`src/hdl/dfd_pkg.sv`:
```
package dfd_pkg;
   // ----------------------------------------
   // register map
   // ----------------------------------------
   localparam logic [3:0] ADDR_CONF   = 4'h0;
   localparam logic [3:0] ADDR_STATUS = 4'h1;
   localparam logic [3:0] ADDR_OTP    = 4'h2;
   // ----------------------------------------
   // configuration fields
   // ----------------------------------------
   localparam int CONF_W = 8;
   localparam int F_TSEL = 0;
   localparam int F_PWSEL = 2;
   localparam int F_IDXSTEP = 3;
   localparam int F_UARTSEL = 4;
   localparam logic [1:0] TSEL_143 = 2'h0;
   localparam logic [1:0] TSEL_150 = 2'h1;
   localparam logic [1:0] TSEL_157 = 2'h2;
   localparam logic [CONF_W-1:0] CONF_RST = 8'h00;
   // ----------------------------------------
   // status fields
   // ----------------------------------------
   localparam int S_TRIP = 0;
   localparam int S_OTPW = 1;
   localparam int S_S2G_A = 2;
   localparam int S_S2G_B = 3;
   localparam int S_S2V_A = 4;
   localparam int S_S2V_B = 5;
   localparam int S_OL_A = 6;
   localparam int S_OL_B = 7;
   localparam int S_UV = 8;
   localparam int S_DIS_A = 9;
   localparam int S_DIS_B = 10;
   localparam int STATUS_W = 11;
   // ----------------------------------------
   // temperature levels in degrees, short retry count and sync length
   // ----------------------------------------
   localparam logic [7:0] DEG_120 = 8'h78;
   localparam logic [7:0] DEG_143 = 8'h8F;
   localparam logic [7:0] DEG_150 = 8'h96;
   localparam logic [7:0] DEG_157 = 8'h9D;
   localparam logic [2:0] SHORT_RETRIES = 3'h3;
   localparam int SYNC_LEN = 3;
endpackage

```
`src/hdl/dfd_sync.sv`:
```
`timescale 1ns/1ps
module dfd_sync #(
   parameter int W = 1
) (
   // clock and reset
   input wire logic clk_in,
   input wire logic arst_n_in,
   // data
   input wire logic [W-1:0] d_in,
   output logic [W-1:0] q_out
);
   typedef struct packed {
      logic [W-1:0] s1;
      logic [W-1:0] s2;
      logic [W-1:0] s3;
      logic [W-1:0] q;
   } dfd_sync_s;
   dfd_sync_s st_q, st_d;
   always_comb begin
      st_d = st_q;
      st_d.s1 = d_in;
      st_d.s2 = st_q.s1;
      st_d.s3 = st_q.s2;
      if (st_q.s2 == st_q.s3) begin
         st_d.q = st_q.s3;
      end
   end
   always_ff @(posedge clk_in or negedge arst_n_in) begin
      if (!arst_n_in) begin
         st_q <= '0;
      end else begin
         st_q <= st_d;
      end
   end
   assign q_out = st_q.q;
endmodule // dfd_sync

```
`src/hdl/dfd_short.sv`:
```
`timescale 1ns/1ps
module dfd_short (
   // clock and reset
   input wire logic clk_in,
   input wire logic arst_n_in,
   // detector pulses and driver enable
   input wire logic s2g_in,
   input wire logic s2v_in,
   input wire logic drv_en_in,
   // flags
   output logic s2g_out,
   output logic s2v_out,
   output logic bridge_off_out
);
   typedef struct packed {
      logic [2:0] cnt;
      logic s2g;
      logic s2v;
      logic en_prev;
   } dfd_short_s;
   dfd_short_s st_q, st_d;
   logic latched;
   always_comb begin
      st_d = st_q;
      latched = st_q.s2g | st_q.s2v;
      st_d.en_prev = drv_en_in;
      if (latched) begin
         // restart only on disable then re-enable
         if (!st_q.en_prev && drv_en_in) begin
            st_d.s2g = 1'b0;
            st_d.s2v = 1'b0;
            st_d.cnt = 3'h0;
         end
      end else if (s2g_in || s2v_in) begin
         if (st_q.cnt == dfd_pkg::SHORT_RETRIES) begin
            st_d.s2g = s2g_in;
            st_d.s2v = s2v_in;
         end else begin
            st_d.cnt = st_q.cnt + 3'h1;
         end
      end
   end
   always_ff @(posedge clk_in or negedge arst_n_in) begin
      if (!arst_n_in) begin
         st_q <= '0;
      end else begin
         st_q <= st_d;
      end
   end
   assign s2g_out = st_q.s2g;
   assign s2v_out = st_q.s2v;
   assign bridge_off_out = st_q.s2g | st_q.s2v;
   a_short_latch: assert property (@(posedge clk_in) disable iff (!arst_n_in)
      $rose(st_q.s2g | st_q.s2v) |-> $past(st_q.cnt) == 3'h3)
      else $error("short latched before retries");
   a_short_hold: assert property (@(posedge clk_in) disable iff (!arst_n_in)
      (st_q.s2g | st_q.s2v) && !drv_en_in |=> (st_q.s2g | st_q.s2v))
      else $error("short cleared without re-enable");
endmodule // dfd_short

```
`src/hdl/dfd_fault_status_pin.sv`:
```
// Chosen here: the strobed register port and the register offsets.
`timescale 1ns/1ps
module dfd_fault_status_pin (
   // clock and reset
   input wire logic clk_in,
   input wire logic arst_n_in,
   // register port
   input wire logic [3:0] addr_in,
   input wire logic [15:0] wdata_in,
   input wire logic wr_in,
   input wire logic rd_in,
   output logic [15:0] rdata_out,
   // analogue sensing, asynchronous
   input wire logic [7:0] temp_in,
   input wire logic s2g_a_in,
   input wire logic s2g_b_in,
   input wire logic s2v_a_in,
   input wire logic s2v_b_in,
   input wire logic cur_miss_a_in,
   input wire logic cur_miss_b_in,
   input wire logic undervolt_in,
   // motion and otp
   input wire logic drv_en_in,
   input wire logic step_in,
   input wire logic ms_zero_in,
   input wire logic [2:0] otp_conf_in,
   // outputs
   output logic bridge_a_on_out,
   output logic bridge_b_on_out,
   output logic fault_status_pin_out,
   output logic index_out
);
   // ----------------------------------------
   // state
   // ----------------------------------------
   typedef struct packed {
      logic [7:0] conf;
      logic conf_from_reg;
      logic otp_loaded;
      logic thermal_shutdown_flag;
      logic otpw;
      logic ol_a;
      logic ol_b;
      logic index;
      logic [15:0] rdata;
   } dfd_fault_status_pin_s;
   dfd_fault_status_pin_s st_q, st_d;
   // ----------------------------------------
   // input synchronisers
   // ----------------------------------------
   logic [7:0] temp_s;
   logic [6:0] pin_s;
   dfd_sync #(.W(8)) u_sync_temp (
      .clk_in(clk_in),
      .arst_n_in(arst_n_in),
      .d_in(temp_in),
      .q_out(temp_s)
   );
   dfd_sync #(.W(7)) u_sync_pins (
      .clk_in(clk_in),
      .arst_n_in(arst_n_in),
      .d_in({s2g_a_in, s2g_b_in, s2v_a_in, s2v_b_in, cur_miss_a_in,
             cur_miss_b_in, undervolt_in}),
      .q_out(pin_s)
   );
   // ----------------------------------------
   // short protection per bridge
   // ----------------------------------------
   logic short_to_ground_a, short_to_ground_b;
   logic supply_short_a, supply_short_b;
   logic off_a, off_b;
   dfd_short u_short_a (
      .clk_in(clk_in),
      .arst_n_in(arst_n_in),
      .s2g_in(pin_s[6]),
      .s2v_in(pin_s[4]),
      .drv_en_in(drv_en_in),
      .s2g_out(short_to_ground_a),
      .s2v_out(supply_short_a),
      .bridge_off_out(off_a)
   );
   dfd_short u_short_b (
      .clk_in(clk_in),
      .arst_n_in(arst_n_in),
      .s2g_in(pin_s[5]),
      .s2v_in(pin_s[3]),
      .drv_en_in(drv_en_in),
      .s2g_out(short_to_ground_b),
      .s2v_out(supply_short_b),
      .bridge_off_out(off_b)
   );
   // ----------------------------------------
   // thresholds
   // ----------------------------------------
   logic [1:0] tsel;
   logic [7:0] t_off, t_warn;
   logic any_short;
   logic [dfd_pkg::STATUS_W-1:0] driver_status_word;
   always_comb begin
      tsel = st_q.conf[dfd_pkg::F_TSEL +: 2];
      t_off = dfd_pkg::DEG_143;
      t_warn = dfd_pkg::DEG_120;
      unique case (tsel)
         dfd_pkg::TSEL_150: begin
            t_off = dfd_pkg::DEG_150;
            t_warn = st_q.conf[dfd_pkg::F_PWSEL] ? dfd_pkg::DEG_143
                                                 : dfd_pkg::DEG_120;
         end
         dfd_pkg::TSEL_157: begin
            if (st_q.conf_from_reg) begin
               t_off = dfd_pkg::DEG_157;
               t_warn = dfd_pkg::DEG_143;
            end
         end
         default: begin
            t_off = dfd_pkg::DEG_143;
            t_warn = dfd_pkg::DEG_120;
         end
      endcase
   end
   assign any_short = short_to_ground_a | short_to_ground_b |
                      supply_short_a | supply_short_b;
   always_comb begin
      driver_status_word = '0;
      driver_status_word[dfd_pkg::S_TRIP] = st_q.thermal_shutdown_flag;
      driver_status_word[dfd_pkg::S_OTPW] = st_q.otpw;
      driver_status_word[dfd_pkg::S_S2G_A] = short_to_ground_a;
      driver_status_word[dfd_pkg::S_S2G_B] = short_to_ground_b;
      driver_status_word[dfd_pkg::S_S2V_A] = supply_short_a;
      driver_status_word[dfd_pkg::S_S2V_B] = supply_short_b;
      driver_status_word[dfd_pkg::S_OL_A] = st_q.ol_a;
      driver_status_word[dfd_pkg::S_OL_B] = st_q.ol_b;
      driver_status_word[dfd_pkg::S_UV] = pin_s[0];
      driver_status_word[dfd_pkg::S_DIS_A] = off_a;
      driver_status_word[dfd_pkg::S_DIS_B] = off_b;
   end
   // ----------------------------------------
   // next state
   // ----------------------------------------
   always_comb begin
      st_d = st_q;
      st_d.rdata = 16'h0000;
      // otp values loaded once after reset release
      if (!st_q.otp_loaded) begin
         st_d.otp_loaded = 1'b1;
         st_d.conf[dfd_pkg::F_TSEL +: 2] =
            otp_conf_in[0] ? dfd_pkg::TSEL_150 : dfd_pkg::TSEL_143;
         st_d.conf[dfd_pkg::F_PWSEL] = otp_conf_in[1];
         st_d.conf[dfd_pkg::F_IDXSTEP] = otp_conf_in[2];
      end
      if (wr_in && addr_in == dfd_pkg::ADDR_CONF) begin
         st_d.conf = wdata_in[7:0];
         st_d.conf_from_reg = 1'b1;
      end
      // thermal trip holds until below pre-warning
      st_d.otpw = temp_s >= t_warn;
      if (temp_s >= t_off) begin
         st_d.thermal_shutdown_flag = 1'b1;
      end else if (temp_s < t_warn) begin
         st_d.thermal_shutdown_flag = 1'b0;
      end
      st_d.ol_a = pin_s[2];
      st_d.ol_b = pin_s[1];
      if (st_q.conf[dfd_pkg::F_IDXSTEP]) begin
         if (step_in) begin
            st_d.index = ~st_q.index;
         end
      end else begin
         st_d.index = ms_zero_in;
      end
      if (rd_in) begin
         unique case (addr_in)
            dfd_pkg::ADDR_CONF: st_d.rdata = {8'h00, st_q.conf};
            dfd_pkg::ADDR_STATUS: st_d.rdata =
               {5'h00, driver_status_word};
            dfd_pkg::ADDR_OTP: st_d.rdata = {13'h0000, otp_conf_in};
            default: st_d.rdata = 16'h0000;
         endcase
      end
   end
   always_ff @(posedge clk_in or negedge arst_n_in) begin
      if (!arst_n_in) begin
         st_q <= '0;
      end else begin
         st_q <= st_d;
      end
   end
   // ----------------------------------------
   // outputs
   // ----------------------------------------
   // open-load flags deliberately not used here
   assign bridge_a_on_out = drv_en_in & ~off_a &
                            ~st_q.thermal_shutdown_flag;
   assign bridge_b_on_out = drv_en_in & ~off_b &
                            ~st_q.thermal_shutdown_flag;
   assign fault_status_pin_out = st_q.thermal_shutdown_flag |
                                 any_short;
   assign index_out = st_q.index;
   assign rdata_out = st_q.rdata;
   // ----------------------------------------
   // checks
   // ----------------------------------------
   a_thermal_hold: assert property (@(posedge clk_in) disable iff (!arst_n_in)
      st_q.thermal_shutdown_flag && temp_s >= t_warn
      |=> st_q.thermal_shutdown_flag)
      else $error("thermal trip released too early");
   a_thermal_off: assert property (@(posedge clk_in) disable iff (!arst_n_in)
      st_q.thermal_shutdown_flag
      |-> !bridge_a_on_out && !bridge_b_on_out)
      else $error("stage on during thermal trip");
   a_default_level: assert property (@(posedge clk_in) disable iff (!arst_n_in)
      tsel == 2'h0 |-> t_off == 8'h8F && t_warn == 8'h78)
      else $error("default thresholds wrong");
   a_level_150: assert property (@(posedge clk_in) disable iff (!arst_n_in)
      tsel == 2'h1 |-> t_off == 8'h96)
      else $error("150 level wrong");
   a_level_157: assert property (@(posedge clk_in) disable iff (!arst_n_in)
      tsel == 2'h2 && st_q.conf_from_reg |-> t_off == 8'h9D
      && t_warn == 8'h8F)
      else $error("157 level wrong");
   a_bridge_sep: assert property (@(posedge clk_in) disable iff (!arst_n_in)
      off_a && !off_b && !st_q.thermal_shutdown_flag && drv_en_in
      |-> !bridge_a_on_out && bridge_b_on_out)
      else $error("wrong bridge off");
   a_fault_pin: assert property (@(posedge clk_in) disable iff (!arst_n_in)
      fault_status_pin_out == (st_q.thermal_shutdown_flag || any_short))
      else $error("fault pin mismatch");
   a_index_step: assert property (@(posedge clk_in) disable iff (!arst_n_in)
      st_q.conf[3] && step_in && $stable(st_q.conf)
      |=> index_out != $past(index_out))
      else $error("index did not toggle");
   a_status_read: assert property (@(posedge clk_in) disable iff (!arst_n_in)
      rd_in && addr_in == 4'h1
      |=> rdata_out[7:6] == $past({st_q.ol_b, st_q.ol_a}))
      else $error("status read wrong");
   // ----------------------------------------
   // checks: thermal levels and flags
   // ----------------------------------------
   a_level_150_hi: assert property (@(posedge clk_in) disable iff (!arst_n_in)
      tsel == 2'h1 && st_q.conf[2] |-> t_warn == 8'h8F)
      else $error("150 level warning wrong");
   a_level_150_lo: assert property (@(posedge clk_in) disable iff (!arst_n_in)
      tsel == 2'h1 && !st_q.conf[2] |-> t_warn == 8'h78)
      else $error("150 level warning wrong");
   a_thermal_set: assert property (@(posedge clk_in) disable iff (!arst_n_in)
      temp_s >= t_off |=> st_q.thermal_shutdown_flag)
      else $error("thermal trip missed");
   a_thermal_clr: assert property (@(posedge clk_in) disable iff (!arst_n_in)
      temp_s < t_warn |=> !st_q.thermal_shutdown_flag)
      else $error("thermal trip not released");
   a_pw_flag: assert property (@(posedge clk_in) disable iff (!arst_n_in)
      temp_s >= t_warn |=> st_q.otpw)
      else $error("pre-warning missed");
   a_pw_clear: assert property (@(posedge clk_in) disable iff (!arst_n_in)
      temp_s < t_warn |=> !st_q.otpw)
      else $error("pre-warning not released");
   // ----------------------------------------
   // checks: protection and reporting
   // ----------------------------------------
   a_short_a_off: assert property (@(posedge clk_in) disable iff (!arst_n_in)
      short_to_ground_a || supply_short_a |-> !bridge_a_on_out)
      else $error("bridge a on during short");
   a_short_b_off: assert property (@(posedge clk_in) disable iff (!arst_n_in)
      short_to_ground_b || supply_short_b |-> !bridge_b_on_out)
      else $error("bridge b on during short");
   a_open_load: assert property (@(posedge clk_in) disable iff (!arst_n_in)
      1'b1 |=> st_q.ol_a == $past(pin_s[2])
      && st_q.ol_b == $past(pin_s[1]))
      else $error("open-load flag not following coil");
   a_ol_passive: assert property (@(posedge clk_in) disable iff (!arst_n_in)
      drv_en_in && !off_a && !off_b && !st_q.thermal_shutdown_flag
      |-> bridge_a_on_out && bridge_b_on_out)
      else $error("bridge off without protective cause");
   a_fault_short: assert property (@(posedge clk_in) disable iff (!arst_n_in)
      any_short || st_q.thermal_shutdown_flag |-> fault_status_pin_out)
      else $error("fault pin idle during fault");
   a_otp_load: assert property (@(posedge clk_in) disable iff (!arst_n_in)
      !st_q.otp_loaded && !wr_in
      |=> st_q.conf[1:0] == ($past(otp_conf_in[0]) ? 2'h1 : 2'h0)
      && st_q.conf[2] == $past(otp_conf_in[1])
      && st_q.conf[3] == $past(otp_conf_in[2]))
      else $error("otp defaults not loaded");
   a_index_zero: assert property (@(posedge clk_in) disable iff (!arst_n_in)
      !st_q.conf[3] |=> index_out == $past(ms_zero_in))
      else $error("index not showing counter zero");
   a_rdata_idle: assert property (@(posedge clk_in) disable iff (!arst_n_in)
      !rd_in |=> rdata_out == 16'h0000)
      else $error("read data outside read cycle");
   a_rd_mapped: assert property (@(posedge clk_in) disable iff (!arst_n_in)
      rd_in && addr_in > 4'h2 |=> rdata_out == 16'h0000)
      else $error("unmapped read not zero");
endmodule // dfd_fault_status_pin

```
`config.mk`:
```
export PLATFORM = sky130hd
export DESIGN_NAME = dfd_fault_status_pin
export DESIGN_NICKNAME = d
export VERILOG_FILES = /design/src/hdl/dfd_pkg.sv /design/src/hdl/dfd_sync.sv /design/src/hdl/dfd_short.sv /design/src/hdl/dfd_fault_status_pin.sv
export SDC_FILE = /design/constraint.sdc
export NUM_CORES = 1
export LEC_CHECK = 0
export BUFFER_PORTS_ARGS = -buffer_cell sky130_fd_sc_hd__buf_2
export CAP_MARGIN = 20
export CORE_ASPECT_RATIO = 1.4
export CORE_UTILIZATION = 40
export DETAILED_ROUTE_END_ITERATION = 12
export GPL_ROUTABILITY_DRIVEN = 0
export HOLD_SLACK_MARGIN = 0.02
export PLACE_DENSITY_LB_ADDON = 0.15
export SETUP_SLACK_MARGIN = 0.02
export SKIP_LAST_GASP = 1
export SLEW_MARGIN = 20
export SYNTH_ARGS = -nofsm -noshare
export SYNTH_HDL_FRONTEND = slang
export SYNTH_SLANG_ARGS = --single-unit
```
`constraint.sdc`:
```
create_clock -name clk_in -period 5.2 [get_ports clk_in]
set_input_delay 1.04 -clock clk_in [delete_from_list [all_inputs] [get_ports clk_in]]
set_output_delay 1.04 -clock clk_in [all_outputs]
set_load 0.01 [all_outputs]
```
-- After elaboration in Yosys (flattened, before gate mapping)
Index checks and enable logic that the tools add are counted.
- add/sub/neg operators: 2
- order comparisons: 3
- eq/ne operators: 14
- multiplexer cells: 23
- bitwise logic cells: 14
- reduce and logical (&&, ||, !) cells: 15
- operators with widths (operator ; number):
    2-to-1 mux 5 bit ; 7
    one-hot mux 11 bit (3 select lines) ; 1
    greater-or-equal comparator 8 bit ; 2
    2-to-1 mux 8 bit ; 2
    one-hot mux 8 bit (2 select lines) ; 1
    AND reduction 3 bit ; 4
    2-to-1 mux 11 bit ; 1
    one-hot mux 5 bit (2 select lines) ; 1
    nonzero test 2 bit ; 5
    == test 8 bit ; 1
    less-than comparator 8 bit ; 1
    == test 7 bit ; 1
    adder 3 x 1 -> 3 bit (second input constant) ; 2
    == test 3 x 2 -> 1 bit (second input constant) ; 2
    2-to-1 mux 3 bit ; 2
    inequality test 2 x 1 -> 1 bit (second input constant) ; 3
    inequality test 2 bit (second input constant) ; 3
    bitwise OR 1 bit ; 6
    2-to-1 mux 1 bit ; 5
    bitwise AND 1 bit ; 4
    == test 4 x 1 -> 1 bit (second input constant) ; 1
    == test 4 x 2 -> 1 bit (second input constant) ; 1
    zero test 4 bit ; 1
    2-to-1 mux 2 bit ; 2
    other kinds (7) ; 12
- bits in registers: 102
- input bits: 45
- output and inout port bits: 20
- logic and storage cells: 96

-- Depth between registers and ports, before layout
- word-level depth: 5
- gate-level depth with buffers: 9
- gate-level depth less buffers: 9

-- Hierarchy
From an unflattened synthesis, not the netlist that was laid out.
- cell total of the unflattened synthesis: 307
- area total of the unflattened synthesis: 4032.6 um^2
- by module, submodules not included (module ; instances ; cells each ; area each (um^2) ; seq. area each (um^2)):
    dfd_fault_status_pin ; 1 ; 151 ; 1508.9 ; 650.6
    dfd_sync (u_sync_temp) ; 1 ; 59 ; 1037.2 ; 800.8
    dfd_sync (u_sync_pins) ; 1 ; 51 ; 918.4 ; 700.7
    dfd_short ; 2 ; 23 ; 284.0 ; 150.1

-- Worst setup path after synthesis
Ideal clock, no wire load.
- path kind: input to output
- start: input port drv_en_in
- end: output port bridge_a_on_out
- data arrival time: 1.352 ns
- data required time: 4.160 ns
- slack: 2.808 ns
- cell stages on the path: 2
- path buffers: 0
- cell sequence: nand2_1 nor3_1
- word-level cells in the longest chain between the ends: 2
- RTL lines (item ; RTL line ; text):
    start, declared ; dfd_fault_status_pin.sv:23 ; input wire logic drv_en_in,
    bitwise AND 1 bit (2 in series) ; dfd_fault_status_pin.sv:192 ; assign bridge_a_on_out = drv_en_in & ~off_a &
    end, declared ; dfd_fault_status_pin.sv:28 ; output logic bridge_a_on_out,
Every way passes these cells.

-- Worst setup path after layout
Same ends and word-level chain as after synthesis.

==> impl_metrics.json <==
{
  "cp_num_buf_inv": 2,
  "end_kind": "output pin",
  "core-area_um2": 9183,
  "syn_inst": 293,
  "critical_path_arrival_ns": 1.54,
  "powerDensity_nw_per_um2": 435.3,
  "root_buffer": "clkbuf_16",
  "first_pass_iters": 9,
  "grt_max_degree": 64,
  "initial_core_util_pct": 41.80,
  "critPathSlowestCell": "buf_2",
  "drtIter0Drc": 83,
  "row_count": 41,
  "crit_type": "input port to output pin",
  "cts_tree": "done",
  "clockBufferDepth": 2,
  "setup_tns_ns": 0,
  "netlist_area_um2": 3839,
  "clock.fmax_mhz": 387.6,
  "die_h_um": 117.9,
  "grt_antenna_before_repair": 0,
  "layout_common_cells": "dfrtp_1 (97), buf_2 (50), nor2_1 (22), nand2_1 (22), mux2_2 (19)",
  "worst_path_largest_cell_delay_ns": 0.17,
  "hp-class": "register to register",
  "grt_pass1_wl_um": 10290,
  "drive_above_1_share_pct": 26.51,
  "nNetsFinal": 405,
  "areaGrowthSynthToFinish_pct": 16.20,
  "fillers": 805,
  "report.final.setup_viol": 0,
  "routedWlPerCell_um": 13.22,
  "cp-start-kind": "input port",
  "status": "finished with violations",
  "clock_latency_ns": 0.34,
  "final_common_cell": "dfrtp_1",
  "skew_ns": 0.006222,
  "antenna_cells": 0,
  "viasPerCell": 4.833,
  "overflow": 0,
  "hold_buffers": 0,
  "die_area_um2": 9998,
  "rsz0062_at_grt": "false",
  "ir_worst_vdd_uv": 173.6,
  "final_hold_viol_count": 0,
  "ios": 65,
  "synth_seq_cells": 97,
  "die-width_um": 84.80,
  "route.antenna.remaining_nets": 0,
  "synth_cell_types": 33,
  "cp_max_fo": 3,
  "pre_cts_slack_ns": 2.504,
  "failed_checks": "design-rule violations",
  "dp_hpwl_um": 4184,
  "period_share_pct": 49.61,
  "synth_enable_flop_cells": 0,
  "avgSynthCellArea_um2": 13.10,
  "synthArstFlopShare_pct": 100.0,
  "period_minus_slack_ns": 2.580,
  "yosys_warnings": 0,
  "leakage_uw": 0.002214,
  "worst_slack_ns": 2.620,
  "critical-path-top-delay-family": "buffers and inverters",
  "worst_pin_slew_ns": 0.8043,
  "drc": 9,
  "numCtsBuffers": 9,
  "synth-seq-area-share_pct": 63.23,
  "clock_sinks": 97,
  "utilization_pct": 48.58,
  "grt_pass1_vias": 2200,
  "clk_pin_slew_ns": 0.06,
  "port_buffers": 51,
  "cap_violations": 0,
  "post_cts_resized": 0,
  "final_max_slew_viol_count": 0,
  "grt_util_all_layers_pct": 13.58,
  "crit_chain": "buf_2 -> nand2_1 -> nor3_1 -> buf_2",
  "synthFlopType": "dfrtp_1",
  "crit_top_cell": "buf_2",
  "cp.required_ns": 4.16,
  "routed_wl_um": 6003,
  "slew_headroom_pct": 46.38,
  "routed-via-count": 2194,
  "h-tree-depth": 3,
  "cts_setup_buffers": 0
}
path summary, 6_finish.rpt:
kind                       cells after the start                    end  slack (ns)                 start
hold reg to reg                                0    u_sync_temp.st_d[8]        0.35  u_sync_temp.st_d[16]
setup / recovery                               4        bridge_a_on_out        2.62             drv_en_in
min in group asynchronous                      1               st_q[25]        0.78             arst_n_in
max in group asynchronous                      2   u_sync_temp.st_q[15]        3.49             arst_n_in
setup reg to reg                               8  driver_status_word[0]        2.86              st_q[23]
hold / removal                                 0    u_sync_temp.st_d[8]        0.35  u_sync_temp.st_d[16]
Yosys cell counts (4+ instances only):
cell,count,area [µm²]
nor4_1,5,31.28
xor2_1,12,105.1
nor2_1,22,82.58
nand2_1,22,82.58
dfrtp_1,97,2427
buf_4,17,127.6
inv_1,10,37.54
mux2_2,19,214.0
xnor2_1,4,35.03
a21oi_1,8,40.04
ha_1,18,225.2
mux2i_1,15,150.1
o21ai_0,13,65.06
per-layer routing:
layer	routed length, µm	vias up	part of all wire (%)	GRT usage [%]
li1	-	1082	-	-
met1	2736	1045	46	16.74
met2	2852	55	48	21.24
met3	243	12	4.0	2.665
met4	170	0	2.8	9.534
met5	0	-	0	0
cell type report:
class	instances	area, µm²	share of cell area (%)
Clock buffer	12	266.5	5.975
Clock inverter	4	73.82	1.655
Inverter	10	37.54	0.8415
Multi-Input combinational cell	172	1256	28.16
Sequential cell	97	2427	54.42
Tap cell	107	133.9	3.001
Timing Repair Buffer	52	265.3	5.947
logic make-up (layout without fill, tap and decap cells):
| family | after synthesis | count (layout) | share of synthesized area (%) |
|---|---|---|---|
| buffers and inverters | 28 | 78 | 4.433 |
| AOI/OAI and AO/OA | 29 | 29 | 4.465 |
| muxes | 34 | 34 | 9.485 |
| and+or+nand+nor | 69 | 69 | 8.670 |
| other | 2 | 6 | 0.1956 |
| xor gates and xnor gates | 16 | 16 | 3.650 |
| DFF | 97 | 97 | 63.23 |
| adders and majority gates | 18 | 18 | 5.867 |
sequential cells by signal, indices dropped and copies added (netlist names):
signal	flops
u_sync_temp.st_d	16
u_sync_pins.st_d	14
rdata_out	11
st_q	10
u_sync_temp.q_out	8
u_sync_temp.st_q	8
u_sync_pins.q_out	7
u_sync_pins.st_q	7
driver_status_word	4
u_short_b.st_q	4
u_short_a.st_q	3
index_out	1
u_short_a.s2g_out	1
u_short_a.s2v_out	1
u_short_b.s2g_out	1
u_short_b.s2v_out	1
report_power, final:
group	total, µW	switching, µW	leakage [µW]	internal, µW
Sequential	923	73.5	0.00121	849
Combinational	288	149	0.000839	139
Clock	731	270	0.000169	461
worst reg2reg max path, delay by kind of cell (launching register included):
kind | cells | cell delay, ns
adder cells (fa/ha/maj) | 2 | 0.65
AO/OA/AOI/OAI | 4 | 0.63
AND/OR/NAND/NOR | 1 | 0.46
buffers and inverters | 1 | 0.06
flip-flops | 1 | 0.42
per-stage QoR:
stage,area (µm²),hold WS (ns),total power [µW],cells
2_1_floorplan,3854,0.3312,1127,297
3_3_place_gp,4120,0.3313,1215,438
3_5_place_dp,4120,0.3347,1231,438
4_1_cts,4461,0.3496,1973,454
5_1_grt,4461,0.3576,2056,454
6_report,4461,0.3472,1942,454
(Power assumes the default switching activity.)
